$ cat src/logic/fp_nan_regs.vh
`ifndef FP_NAN_REGS_VH
`define FP_NAN_REGS_VH
// apb offsets
`define OFS_STATUS      12'h000
`define OFS_IRQSTAT     12'h004
`define OFS_IRQMASK     12'h008
`define OFS_TRAPMASK    12'h00C
`define OFS_QCOUNT      12'h010
// status word fields
`define FCC_LSB         10
`define FTT_LSB         14
`define QNE_BIT         13
`define CEXC_LSB        0
`define AEXC_LSB        5
// trap type codes
`define FTT_NONE        3'h0
`define FTT_IEEE        3'h1
`define FTT_SEQ         3'h4
`define FTT_BADREG      3'h6
// condition codes
`define FCC_EQ          2'h0
`define FCC_LT          2'h1
`define FCC_GT          2'h2
`define FCC_UN          2'h3
// operations
`define OP_NONE         3'h0
`define OP_CONV         3'h1
`define OP_CMP          3'h2
`define OP_CMPE         3'h3
`define OP_ARITH1       3'h4
`define OP_ARITH2       3'h5
`define OP_QREAD        3'h6
// formats
`define FMT_S           2'h0
`define FMT_D           2'h1
`define FMT_Q           2'h2
// reset values, and the invalid-operation exception bit position
`define RST_TRAPMASK    5'h00
`define RST_IRQMASK     3'h0
`define NV_BIT          4
`endif

$ cat src/logic/fp_nan_exception_policy.v
`include "fp_nan_regs.vh"
module fp_nan_exception_policy (
   input  wire         clk_sys,
   input  wire         reset,
   input  wire         clkEn,
   // operation request from the pipeline
   input  wire         opValid,
   input  wire [2:0]   opKind,
   input  wire [1:0]   srcFmt,
   input  wire [1:0]   dstFmt,
   input  wire [4:0]   rs1Num,
   input  wire [4:0]   rs2Num,
   input  wire [4:0]   rdNum,
   input  wire [127:0] rs1Val,
   input  wire [127:0] rs2Val,
   input  wire         rs1Used,
   input  wire [1:0]   cmpOrder,
   input  wire         arithInvalid,
   input  wire [4:0]   arithExc,
   input  wire [127:0] arithResult,
   input  wire [2:0]   queueCount,
   input  wire         userHandlerEntry,
   // result write-back
   output reg          resultValid,
   output reg  [127:0] resultData,
   output reg  [4:0]   resultReg,
   output reg          fccValid,
   // trap interface to the integer unit
   output reg          floatTrap,
   output reg  [2:0]   trapType,
   output reg  [4:0]   trapCause,
   // apb
   input  wire         psel,
   input  wire         penable,
   input  wire         pwrite,
   input  wire [11:0]  paddr,
   input  wire [31:0]  pwdata,
   output reg  [31:0]  prdata,
   output wire         pready,
   output wire         pslverr,
   output wire         irq
);
   reg  [1:0]   fccQ;
   reg  [4:0]   cexcQ;
   reg  [4:0]   aexcQ;
   reg  [2:0]   fttQ;
   reg  [4:0]   trapMaskQ;
   reg  [2:0]   irqStatQ;
   reg  [2:0]   irqMaskQ;

   // operand classification and quieted copies
   wire         rs1Nan;
   wire         rs1Snan;
   wire         rs2Nan;
   wire         rs2Snan;
   wire [127:0] conv2;
   wire [127:0] quiet1;
   wire [127:0] quiet2;

   // per-operation decisions
   reg          misalign;
   reg          seqErr;
   reg          invalid;
   reg  [127:0] resD;
   reg  [1:0]   fccD;
   reg          writesRes;
   reg          writesFcc;
   reg  [4:0]   excD;
   reg          ieeeTrap;
   reg  [4:0]   trapBit;
   reg  [2:0]   trapCodeD;

   // bus decode and read path
   wire         apbWrite;
   wire         apbRead;
   wire         apbSetup;
   wire [31:0]  statusWord;
   reg  [31:0]  readMux;

   // register alignment check shared by all three register fields
   function badAlign;
      input [4:0] num;
      input [1:0] fmt;
      begin
         case (fmt)
            `FMT_D: badAlign = num[0];
            `FMT_Q: badAlign = |num[1:0];
            default: badAlign = 1'b0;
         endcase
      end
   endfunction

   // pick lowest set exception bit, keeping exactly one cause
   function [4:0] oneHot;
      input [4:0] v;
      begin
         oneHot = v & (~v + 5'h01);
      end
   endfunction

   // trap type priority: register alignment, then queue sequence, then arithmetic
   function [2:0] trapCode;
      input misal;
      input seq;
      begin
         if (misal)
            trapCode = `FTT_BADREG;
         else if (seq)
            trapCode = `FTT_SEQ;
         else
            trapCode = `FTT_IEEE;
      end
   endfunction

   nan_classify uClass1 (
      .opnd   (rs1Val),
      .fmt    (srcFmt),
      .isNan  (rs1Nan),
      .isSnan (rs1Snan)
   );
   nan_classify uClass2 (
      .opnd   (rs2Val),
      .fmt    (srcFmt),
      .isNan  (rs2Nan),
      .isSnan (rs2Snan)
   );
   nan_transform uConv (
      .opnd   (rs2Val),
      .srcFmt (srcFmt),
      .dstFmt (dstFmt),
      .result (conv2)
   );
   nan_transform uQuiet1 (
      .opnd   (rs1Val),
      .srcFmt (srcFmt),
      .dstFmt (srcFmt),
      .result (quiet1)
   );
   nan_transform uQuiet2 (
      .opnd   (rs2Val),
      .srcFmt (srcFmt),
      .dstFmt (srcFmt),
      .result (quiet2)
   );

   // decide result, condition code and exceptions for one operation
   always @* begin
      misalign = 1'b0;
      seqErr = 1'b0;
      invalid = 1'b0;
      resD = arithResult;
      fccD = cmpOrder;
      writesRes = 1'b0;
      writesFcc = 1'b0;
      excD = 5'h00;
      if (opKind != `OP_QREAD)
         misalign = badAlign(rs2Num, srcFmt) || (rs1Used && badAlign(rs1Num, srcFmt))
                    || badAlign(rdNum, (opKind == `OP_CONV) ? dstFmt : srcFmt);
      case (opKind)
         `OP_QREAD: seqErr = (queueCount == 3'h0);
         `OP_CONV: begin
            writesRes = 1'b1;
            if (rs2Nan) begin
               resD = conv2;
               invalid = rs2Snan;
            end
         end
         `OP_CMP: begin
            writesFcc = 1'b1;
            if ((rs1Nan && rs1Used) || rs2Nan)
               fccD = `FCC_UN;
            invalid = (rs1Snan && rs1Used) || rs2Snan;
         end
         `OP_CMPE: begin
            writesFcc = 1'b1;
            if ((rs1Nan && rs1Used) || rs2Nan) begin
               fccD = `FCC_UN;
               invalid = 1'b1;
            end
         end
         `OP_ARITH1: begin
            writesRes = 1'b1;
            if (rs2Nan) begin
               resD = rs2Snan ? quiet2 : rs2Val;
               invalid = rs2Snan;
            end else if (arithInvalid) begin
               invalid = 1'b1;
               resD = {1'b0, {127{1'b1}}};
            end
         end
         `OP_ARITH2: begin
            writesRes = 1'b1;
            if (rs2Snan) begin
               resD = quiet2;
               invalid = 1'b1;
            end else if (rs1Snan) begin
               resD = quiet1;
               invalid = 1'b1;
            end else if (rs2Nan) begin
               resD = rs2Val;
            end else if (rs1Nan) begin
               resD = rs1Val;
            end else if (arithInvalid) begin
               invalid = 1'b1;
               resD = {1'b0, {127{1'b1}}};
            end
         end
         default: writesRes = 1'b0;
      endcase
      excD = (invalid ? (5'h01 << `NV_BIT) : 5'h00)
             | ((opKind == `OP_ARITH1 || opKind == `OP_ARITH2) ? arithExc : 5'h00);
      trapCodeD = trapCode(misalign, seqErr);
      trapBit = oneHot(excD & trapMaskQ);
      ieeeTrap = |(excD & trapMaskQ);
   end

   // commit state or raise a trap at the end of each operation
   always @(posedge clk_sys) begin
      if (reset) begin
         fccQ <= `FCC_EQ;
         cexcQ <= 5'h00;
         aexcQ <= 5'h00;
         fttQ <= `FTT_NONE;
         resultValid <= 1'b0;
         resultData <= 128'h0;
         resultReg <= 5'h00;
         fccValid <= 1'b0;
         floatTrap <= 1'b0;
         trapType <= `FTT_NONE;
         trapCause <= 5'h00;
      end else if (clkEn) begin
         resultValid <= 1'b0;
         fccValid <= 1'b0;
         floatTrap <= 1'b0;
         if (userHandlerEntry)
            fttQ <= `FTT_NONE;
         if (opValid) begin
            if (misalign || seqErr || ieeeTrap) begin
               // destination, fcc and aexc untouched
               floatTrap <= 1'b1;
               trapType <= trapCodeD;
               fttQ <= trapCodeD;
               trapCause <= (misalign || seqErr) ? 5'h00 : trapBit;
               if (!misalign && !seqErr)
                  cexcQ <= trapBit;
            end else begin
               resultValid <= writesRes;
               resultData <= resD;
               resultReg <= rdNum;
               fccValid <= writesFcc;
               if (writesFcc)
                  fccQ <= fccD;
               cexcQ <= excD;
               aexcQ <= aexcQ | excD;
               fttQ <= `FTT_NONE;
            end
         end
      end
   end

   assign apbWrite = psel && penable && pwrite;
   assign apbRead = psel && penable && !pwrite;
   assign apbSetup = psel && !penable;
   assign pready = 1'b1;
   assign pslverr = 1'b0;
   assign irq = |(irqStatQ & irqMaskQ);

   // masks, sticky events (trap, sequence error, misalignment), read clears status
   always @(posedge clk_sys) begin
      if (reset) begin
         trapMaskQ <= `RST_TRAPMASK;
         irqMaskQ <= `RST_IRQMASK;
         irqStatQ <= 3'h0;
      end else if (clkEn) begin
         if (apbWrite && paddr == `OFS_TRAPMASK)
            trapMaskQ <= pwdata[4:0];
         if (apbWrite && paddr == `OFS_IRQMASK)
            irqMaskQ <= pwdata[2:0];
         // clear only the bits reported in the setup phase, so an event between phases is kept
         irqStatQ <= ((apbRead && paddr == `OFS_IRQSTAT) ? (irqStatQ & ~prdata[2:0]) : irqStatQ)
                     | {opValid && misalign, opValid && seqErr, opValid && ieeeTrap && !misalign && !seqErr};
      end
   end

   // status word: cexc, aexc, fcc, a reserved zero, qne, ftt; qne reads zero once ftt clears
   assign statusWord = {15'h0, fttQ, (queueCount != 3'h0) && (fttQ != `FTT_NONE), 1'b0,
                        fccQ, aexcQ, cexcQ};

   // read mux over the register offsets; unmapped offsets read zero
   always @* begin
      case (paddr)
         `OFS_STATUS: readMux = statusWord;
         `OFS_IRQSTAT: readMux = {29'h0, irqStatQ};
         `OFS_IRQMASK: readMux = {29'h0, irqMaskQ};
         `OFS_TRAPMASK: readMux = {27'h0, trapMaskQ};
         `OFS_QCOUNT: readMux = {29'h0, queueCount};
         default: readMux = 32'h0;
      endcase
   end

   // read data are captured in the setup phase and stand through the access phase
   always @(posedge clk_sys) begin
      if (reset)
         prdata <= 32'h0;
      else if (clkEn && apbSetup)
         prdata <= readMux;
   end
endmodule // fp_nan_exception_policy

$ cat src/logic/nan_classify.v
`include "fp_nan_regs.vh"
// classify a left-aligned 128-bit operand of a given format
module nan_classify (
   input  wire [127:0] opnd,
   input  wire [1:0]   fmt,
   output reg          isNan,
   output reg          isSnan
);
   // exponent all ones, fraction nonzero; quiet bit is the fraction msb
   always @* begin
      isNan = 1'b0;
      isSnan = 1'b0;
      case (fmt)
         `FMT_S: begin
            isNan = (&opnd[126:119]) && (|opnd[118:96]);
            isSnan = isNan && !opnd[118];
         end
         `FMT_D: begin
            isNan = (&opnd[126:116]) && (|opnd[115:64]);
            isSnan = isNan && !opnd[115];
         end
         default: begin
            isNan = (&opnd[126:112]) && (|opnd[111:0]);
            isSnan = isNan && !opnd[111];
         end
      endcase
   end
endmodule // nan_classify

$ cat src/logic/nan_transform.v
`include "fp_nan_regs.vh"
// re-pack a nan into another format, forcing the quiet bit
module nan_transform (
   input  wire [127:0] opnd,
   input  wire [1:0]   srcFmt,
   input  wire [1:0]   dstFmt,
   output reg  [127:0] result
);
   reg [111:0] frac;
   // left-align the fraction so upper bits map to upper bits
   always @* begin
      frac = 112'h0;
      case (srcFmt)
         `FMT_S: frac = {opnd[118:96], 89'h0};
         `FMT_D: frac = {opnd[115:64], 60'h0};
         default: frac = opnd[111:0];
      endcase
      frac[111] = 1'b1;
      result = 128'h0;
      // narrowing drops low bits, widening zero-fills them
      case (dstFmt)
         `FMT_S: result = {opnd[127], 8'hFF, frac[111:89], 96'h0};
         `FMT_D: result = {opnd[127], 11'h7FF, frac[111:60], 64'h0};
         default: result = {opnd[127], 15'h7FFF, frac};
      endcase
   end
endmodule // nan_transform

$ cat config.mk
export PLATFORM = sky130hd
export DESIGN_NAME = fp_nan_exception_policy
export DESIGN_NICKNAME = d
export VERILOG_FILES = /design/src/logic/fp_nan_exception_policy.v /design/src/logic/nan_classify.v /design/src/logic/nan_transform.v
export VERILOG_INCLUDE_DIRS = /design/src /design/src/logic
export SDC_FILE = /design/constraint.sdc
export NUM_CORES = 1
export LEC_CHECK = 0
export BUFFER_PORTS_ARGS = -buffer_cell sky130_fd_sc_hd__buf_4
export CAP_MARGIN = 10
export CORE_AREA = 2 2 255 257
export DETAILED_ROUTE_END_ITERATION = 10
export DIE_AREA = 0 0 257 259
export HOLD_SLACK_MARGIN = 0.02
export PLACE_DENSITY = 0.54
export SYNTH_ARGS = -nofsm -noshare
export SYNTH_HDL_FRONTEND = slang
export SYNTH_SLANG_ARGS = --single-unit
$ cat constraint.sdc
create_clock -name clk_sys -period 4.1 [get_ports clk_sys]
set_input_delay 0.205 -clock clk_sys [delete_from_list [all_inputs] [get_ports clk_sys]]
set_output_delay 0.205 -clock clk_sys [all_outputs]
set_load 0.05 [all_outputs]
# Yosys cells after proc, flatten, opt, wreduce, memory -nomap -nowiden
# Index checks and enable logic that the tools add are counted.
[op_classes]
n_addsub = 1
mul = 0
div = 0
n_lt_le_gt_ge = 0
n_eq_ne = 17
shift = 0
n_mux = 58
bitwise_logic = 10
n_reduce_logical = 80
[op_table]
columns = ["operator", "n"]
rows = [
  ["$mux W128", 7],
  ["$pmux W118 S2", 3],
  ["$pmux W111 S2", 2],
  ["$pmux W128 S3", 1],
  ["$reduce_or A112 Y1", 2],
  ["$mux W127", 1],
  ["$reduce_or A52 Y1", 2],
  ["$pmux W17 S5", 1],
  ["$reduce_or A23 Y1", 2],
  ["$logic_and A1 B1 Y1", 30],
  ["$reduce_and A15 Y1", 2],
  ["$mux W5", 5],
  ["$eq A12 B4 Y1 const B", 2],
  ["$reduce_and A11 Y1", 2],
  ["$mux W1", 21],
  ["$mux W3", 6],
  ["$reduce_and A8 Y1", 2],
  ["$pmux W1 S2", 7],
  ["$eq A12 B3 Y1 const B", 1],
  ["$eq A12 B5 Y1 const B", 1],
  ["$logic_not A12 Y1", 1],
  ["$and A5 B5 Y5", 2],
  ["$logic_not A1 Y1", 10],
  ["$or A5 B5 Y5", 2],
  ["other kinds (26)", 51],
]
[word_totals]
register_bits = 202
latchBits = 0
ram_bits = 0
rom_bits = 0
elab_cells = 181
mem_count = 0

# Depth between registers and ports, before layout
[logic_depth]
ltp_word = 16
ltp_mapped = 19
depth_no_buf = 15

# By module
# Synthesis repeated with hierarchy kept, for this count alone.
[unflattened]
hier_cells = 3870
area_unflattened_um2 = 28127.0
[modules_own_cells]
columns = ["module", "instances", "cells_each", "area_each_um2"]
rows = [
  ["fp_nan_exception_policy", 1, 2870, 20437.1],
  ["nan_transform", 3, 294, 2299.7],
  ["nan_classify", 2, 59, 395.4],
]

# Worst setup path after synthesis
# Ideal clock, no wire load.
[synth_path]
path_type = "input to register"
start = "input opKind[0]"
end = "register aexcQ[4]"
arrival_time_ns = 3.248
required_time_ns = 4.013
setup_slack_ns = 0.764
path_stages = 18
path_buffers = 4
cell_sequence = "clkbuf_1 > nand2b_1 > nor2_1 > clkbuf_1 > nor2_1 > a21oi_1 > inv_1 > ha_1 > o21ai_0 > a21oi_1 > a31oi_1 > mux2_2 > nand2_1 > nor2_1 > clkbuf_1 > clkbuf_1 > o21ai_0 > o31ai_1"
[synth_via]
elab_chain_cells = 11
elab_cells_between_ends = 27
cone_classes = "eq/ne: 9; mux: 8; bitwise: 4; reduce/logical: 6"
[synth_lines]
columns = ["item", "line_no", "rtl"]
rows = [
  ["from (decl)", "fp_nan_exception_policy.v:8", "input wire [2:0] opKind,"],
  ["$eq A3 B1 Y1", "fp_nan_exception_policy.v:159", "case (opKind)"],
  ["$mux W2", "fp_nan_exception_policy.v:158", "|| badAlign(rdNum, (opKind == `OP_CONV) ? dstFmt : srcFmt);"],
  ["$eq A2 B2 Y1 / $eq A2 B1 Y1 (equally long branches)", "fp_nan_exception_policy.v:85", "case (fmt)"],
  ["$pmux W1 S2", "fp_nan_exception_policy.v:85", ""],
  ["$mux W1", "fp_nan_exception_policy.v:156", "if (opKind != `OP_QREAD)"],
  ["$logic_or A1 B1 Y1", "fp_nan_exception_policy.v:157", "misalign = badAlign(rs2Num, srcFmt) || (rs1Used && badAlign(rs1Num, srcFmt))"],
  ["$mux W1", "fp_nan_exception_policy.v:156", ""],
  ["$logic_or A1 B1 Y1 (2 in a row)", "fp_nan_exception_policy.v:238", "if (misalign || seqErr || ieeeTrap) begin"],
  ["$not A1 Y1 (no source line)", "n/a", ""],
  ["$reduce_and A3 Y1 (no source line)", "n/a", ""],
  ["to (signal assigned)", "fp_nan_exception_policy.v:254", "aexcQ <= aexcQ | excD;"],
  ["to (decl)", "fp_nan_exception_policy.v:45", "reg [4:0] aexcQ;"],
]
# Several ways; a longest one is shown, not always the timed one. The select of a mux whose other input is x is not followed.
# A chain may end at the register's enable or synchronous reset.

# Worst setup path after layout
[layout_path]
start = "input rs1Val[55]"
end = "register resultData[67]"
[layout_via]
elab_chain_cells = 15
elab_cells_between_ends = 27
cone_classes = "mux: 14; bitwise: 3; reduce/logical: 10"
[layout_lines]
columns = ["item", "line_no", "rtl"]
rows = [
  ["from (decl)", "fp_nan_exception_policy.v:14", "input wire [127:0] rs1Val,"],
  ["$reduce_or A112 Y1 *", "nan_classify.v:23", "isNan = (&opnd[126:112]) && (|opnd[111:0]);"],
  ["$logic_and A1 B1 Y1 *", "nan_classify.v:23", ""],
  ["$pmux W1 S2", "nan_classify.v:13", "case (fmt)"],
  ["$mux W1", "fp_nan_exception_policy.v:201", "end else if (rs1Nan) begin"],
  ["$mux W1", "fp_nan_exception_policy.v:199", "end else if (rs2Nan) begin"],
  ["$mux W1", "fp_nan_exception_policy.v:196", "end else if (rs1Snan) begin"],
  ["$mux W1", "fp_nan_exception_policy.v:193", "if (rs2Snan) begin"],
  ["$pmux W1 S5", "fp_nan_exception_policy.v:159", ""],
  ["$mux W5", "fp_nan_exception_policy.v:210", "excD = (invalid ? (5'h01 << `NV_BIT) : 5'h00)"],
  ["$or A5 B5 Y5", "fp_nan_exception_policy.v:210", ""],
  ["$and A5 B5 Y5", "fp_nan_exception_policy.v:214", "ieeeTrap = |(excD & trapMaskQ);"],
  ["$reduce_or A5 Y1", "fp_nan_exception_policy.v:214", ""],
  ["$logic_or A1 B1 Y1", "fp_nan_exception_policy.v:238", ""],
  ["$not A1 Y1 (no source line)", "n/a", ""],
  ["$reduce_and A3 Y1 (no source line)", "n/a", ""],
  ["to (signal assigned)", "fp_nan_exception_policy.v:248", "resultData <= resD;"],
  ["to (decl)", "fp_nan_exception_policy.v:25", "output reg [127:0] resultData,"],
]
# Mark *: on every way between the ends. The rest lies on a longest branch, timed or not.

==> impl_results.md <==
* Status: completed
* Num ports at 649
* Rel. slew slack at approximately 29%
* Ys flop type: dfxtp_1
* CTS max path bufs at 2
* Final std cells w/o fill at 4,074
* RSZ-0062 raised after global routing: false
* CTS sink count at 186
* Clock slew at reported path FFs at 0.08 ns
* Die height at 259 µm
* Mean Syn Cell Area at 6.95 µm²
* GRT Resource Usage Total at 32.4%
* Worst-Margin Slew at ~1.1 ns
* Crit end category: flip-flop
* CTS tree: done
* Clock insertion delay at the later pin of the skew report at 0.52 ns
* Critical path startpoint category: primary input
* Setup TNS at 0 ns
* Port Buf Inserts at 597
* Post-DP HPWL at between 80 and 90 mm
* Global-route wire length before repair at 165 mm
* Critical path's top delay family: simple AND/OR/NAND/NOR gates
* Pre-CTS setup slack at -0.0296 ns
* Max-slew violation count at 0
* Hold_ws at approximately 0.063 ns
* # DRC at 0
* DRT iter0 DRCs at about 3,500
* Warning count from the yosys run at 0
* Total Wirelength at 114 mm
* Pwr dens at 258 nW/µm²
* Synth top area share at 20.4%
* Row count at between 90 and 100
* Slowest cell on crit path: or4_1
* CP Cell Sequence: buf_4, nor4_1, buf_4, nand4_1, or4_1, o31a_2, nor3_4, a31oi_1, nor2_2, a221oi_1, buf_4, a211oi_1
* Gr ovfl total at 0
* Top post-synthesis cells by count: a21oi_1 (297), nor2_1 (242), clkbuf_1 (222), nand2_1 (194), dfxtp_1 (186)
* Tcrit/Tclk final at 87.7%
* Share of cells above drive strength 1 at 31.0%
* Clock Skew at 0.0189 ns
* Critical path required time at about 4.5 ns
* Top cell type by total area after synthesis: dfxtp_1
* Post-synth EDFFs at 0
* Crit path DAT at 4.02 ns
* Seq/Total Area, Yosys at 20.4%
* Finish-stage setup viols at 0
* Vias in the first global route at ~24,000
* H-tree Lvls at 4
* CTS resizes at 0
* Initial antenna violation count at 20
* VDD IR max at 0.000324 V
* Leak at 0.0102 µW
* Layout net count at 3,663
* Buf/Inv on CP at 3
* Vias per inst at ~6.3
* Crit Path Class: in2reg
* Final critical-path required period at 3.60 ns
* Hold Buf Count CTS at 27
* Die area at 66,600 µm²
* Top-count cell post-synth: a21oi_1
* Initial Util at 28.5%
* Final hold vios at 0
* Detailed Routing Iterations Pass 1 at 8
* Vias at between 20,000 and 30,000
* Post-synthesis sequential element count at 186
* Number of max-cap violations at 0
* Routability Congestion at 0.963
* Async S/R FF share, synth at 0%
* CTS Buf Count at 17
* Library cells used by synthesis at 80
* Pwr Total at 6620 µW
* Worst path most repeated cell: buf_4
* Routed WL per cell at 27.9 µm
* Cells after Synth at 2,620
* Worst min-delay path category: in2reg
* DRT antenna net count at 0
* Post CTS Setup Buffer Count at 0
* Largest net degree at the start of global routing at 75
* Core footprint at between 60,000 and 70,000 µm²
* Synthesis-to-finish area growth at 40.7%
* Synth top area cells: dfxtp_1 (20%), a21oi_1 (8.2%), o22ai_1 (5.1%)
* Crit path largest cell delay at 0.66 ns
* Die W at 257 µm
* Mapped Area at between 15,000 and 20,000 µm²
* Inst Count DP at 3,997
* CP Max Fanout at 11
* Root Buffer: clkbuf_16
* Final setup margin at 0.505 ns
* Max Freq at between 200 and 300 MHz
* Fillers at 6,664
-- state kept, by name, summed over array words and instances, names as in the netlist --
signal	count
resultData	128
prdata	16
aexcQ	5
cexcQ	5
resultReg	5
trapCause	5
trapMaskQ	5
fttQ	3
irqMaskQ	3
irqStatQ	3
trapType	3
fccQ	2
fccValid	1
floatTrap	1
resultValid	1
-- report_power, final --
group	internal (µW)	switching (µW)	leakage, µW
clock	883	987	0.000301
sequential	1920	73.8	0.00152
combinational	1040	1710	0.00836
total	3840	2770	0.0102
-- stage by stage --
stage	area (µm²)	util, %
after floorplan	18300	-
after global placement	24700	38.7
after detailed placement	24700	38.7
after CTS	25600	40.1
after global routing	25600	40.1
final	25600	40.1
-- metal layers --
metal,part of all wire (%),global-route usage [%]
met3,10,8.06
met1,41,42.7
met4,4.8,14.7
met2,44,49.8
met5,0.054,0
-- cell type report --
cell class,instances,area [µm²],share of cell area (%)
inverters,30,113,0.439
well taps,855,1070,4.17
flip-flops and latches,186,3720,14.5
clock buffers,17,425,1.66
clock inverters,15,190,0.742
multi-input cells,2109,13200,51.5
diodes,18,45.0,0.176
repair buffers,844,6870,26.8
-- worst min-delay path, delay by kind of cell --
family          cells  cell delay [ns]
compound gates      1             0.07
simple gates        1             0.13
buf+inv             1             0.12
-- cells by family after synthesis --
group,share of synthesized area (%)
multiplexers,3.89
buffers and inverters,8.20
adder cells (fa/ha/maj),0.343
other,0.0412
AND/OR/NAND/NOR,22.0
flip-flops,20.4
AO/OA/AOI/OAI,45.1
-- final timing paths --
path | startpoint | end | depth (start not counted) | slack, ns
max | rs1Val[55] | resultData[67] | 12 | 0.50
min | arithResult[118] | resultData[118] | 3 | 0.06
max reg2reg | trapMaskQ[1] | resultData[46] | 8 | 1.95
min reg2reg | prdata[10] | prdata[10] | 2 | 0.46
-- cell usage in the layout, fill, tap and decap left out, drive strengths merged, types with 80 or more instances in the layout --
| cell type | instances |
|---|---|
| o22ai | 148 |
| nand3 | 80 |
| o21ai | 164 |
| a221oi | 94 |
| a211oi | 124 |
| o211ai | 86 |
| buf | 817 |
| a21oi | 328 |
| nor4 | 85 |
| dfxtp | 186 |
| nor2 | 243 |
| nand2 | 195 |
Power figures use the tool's default switching activity.
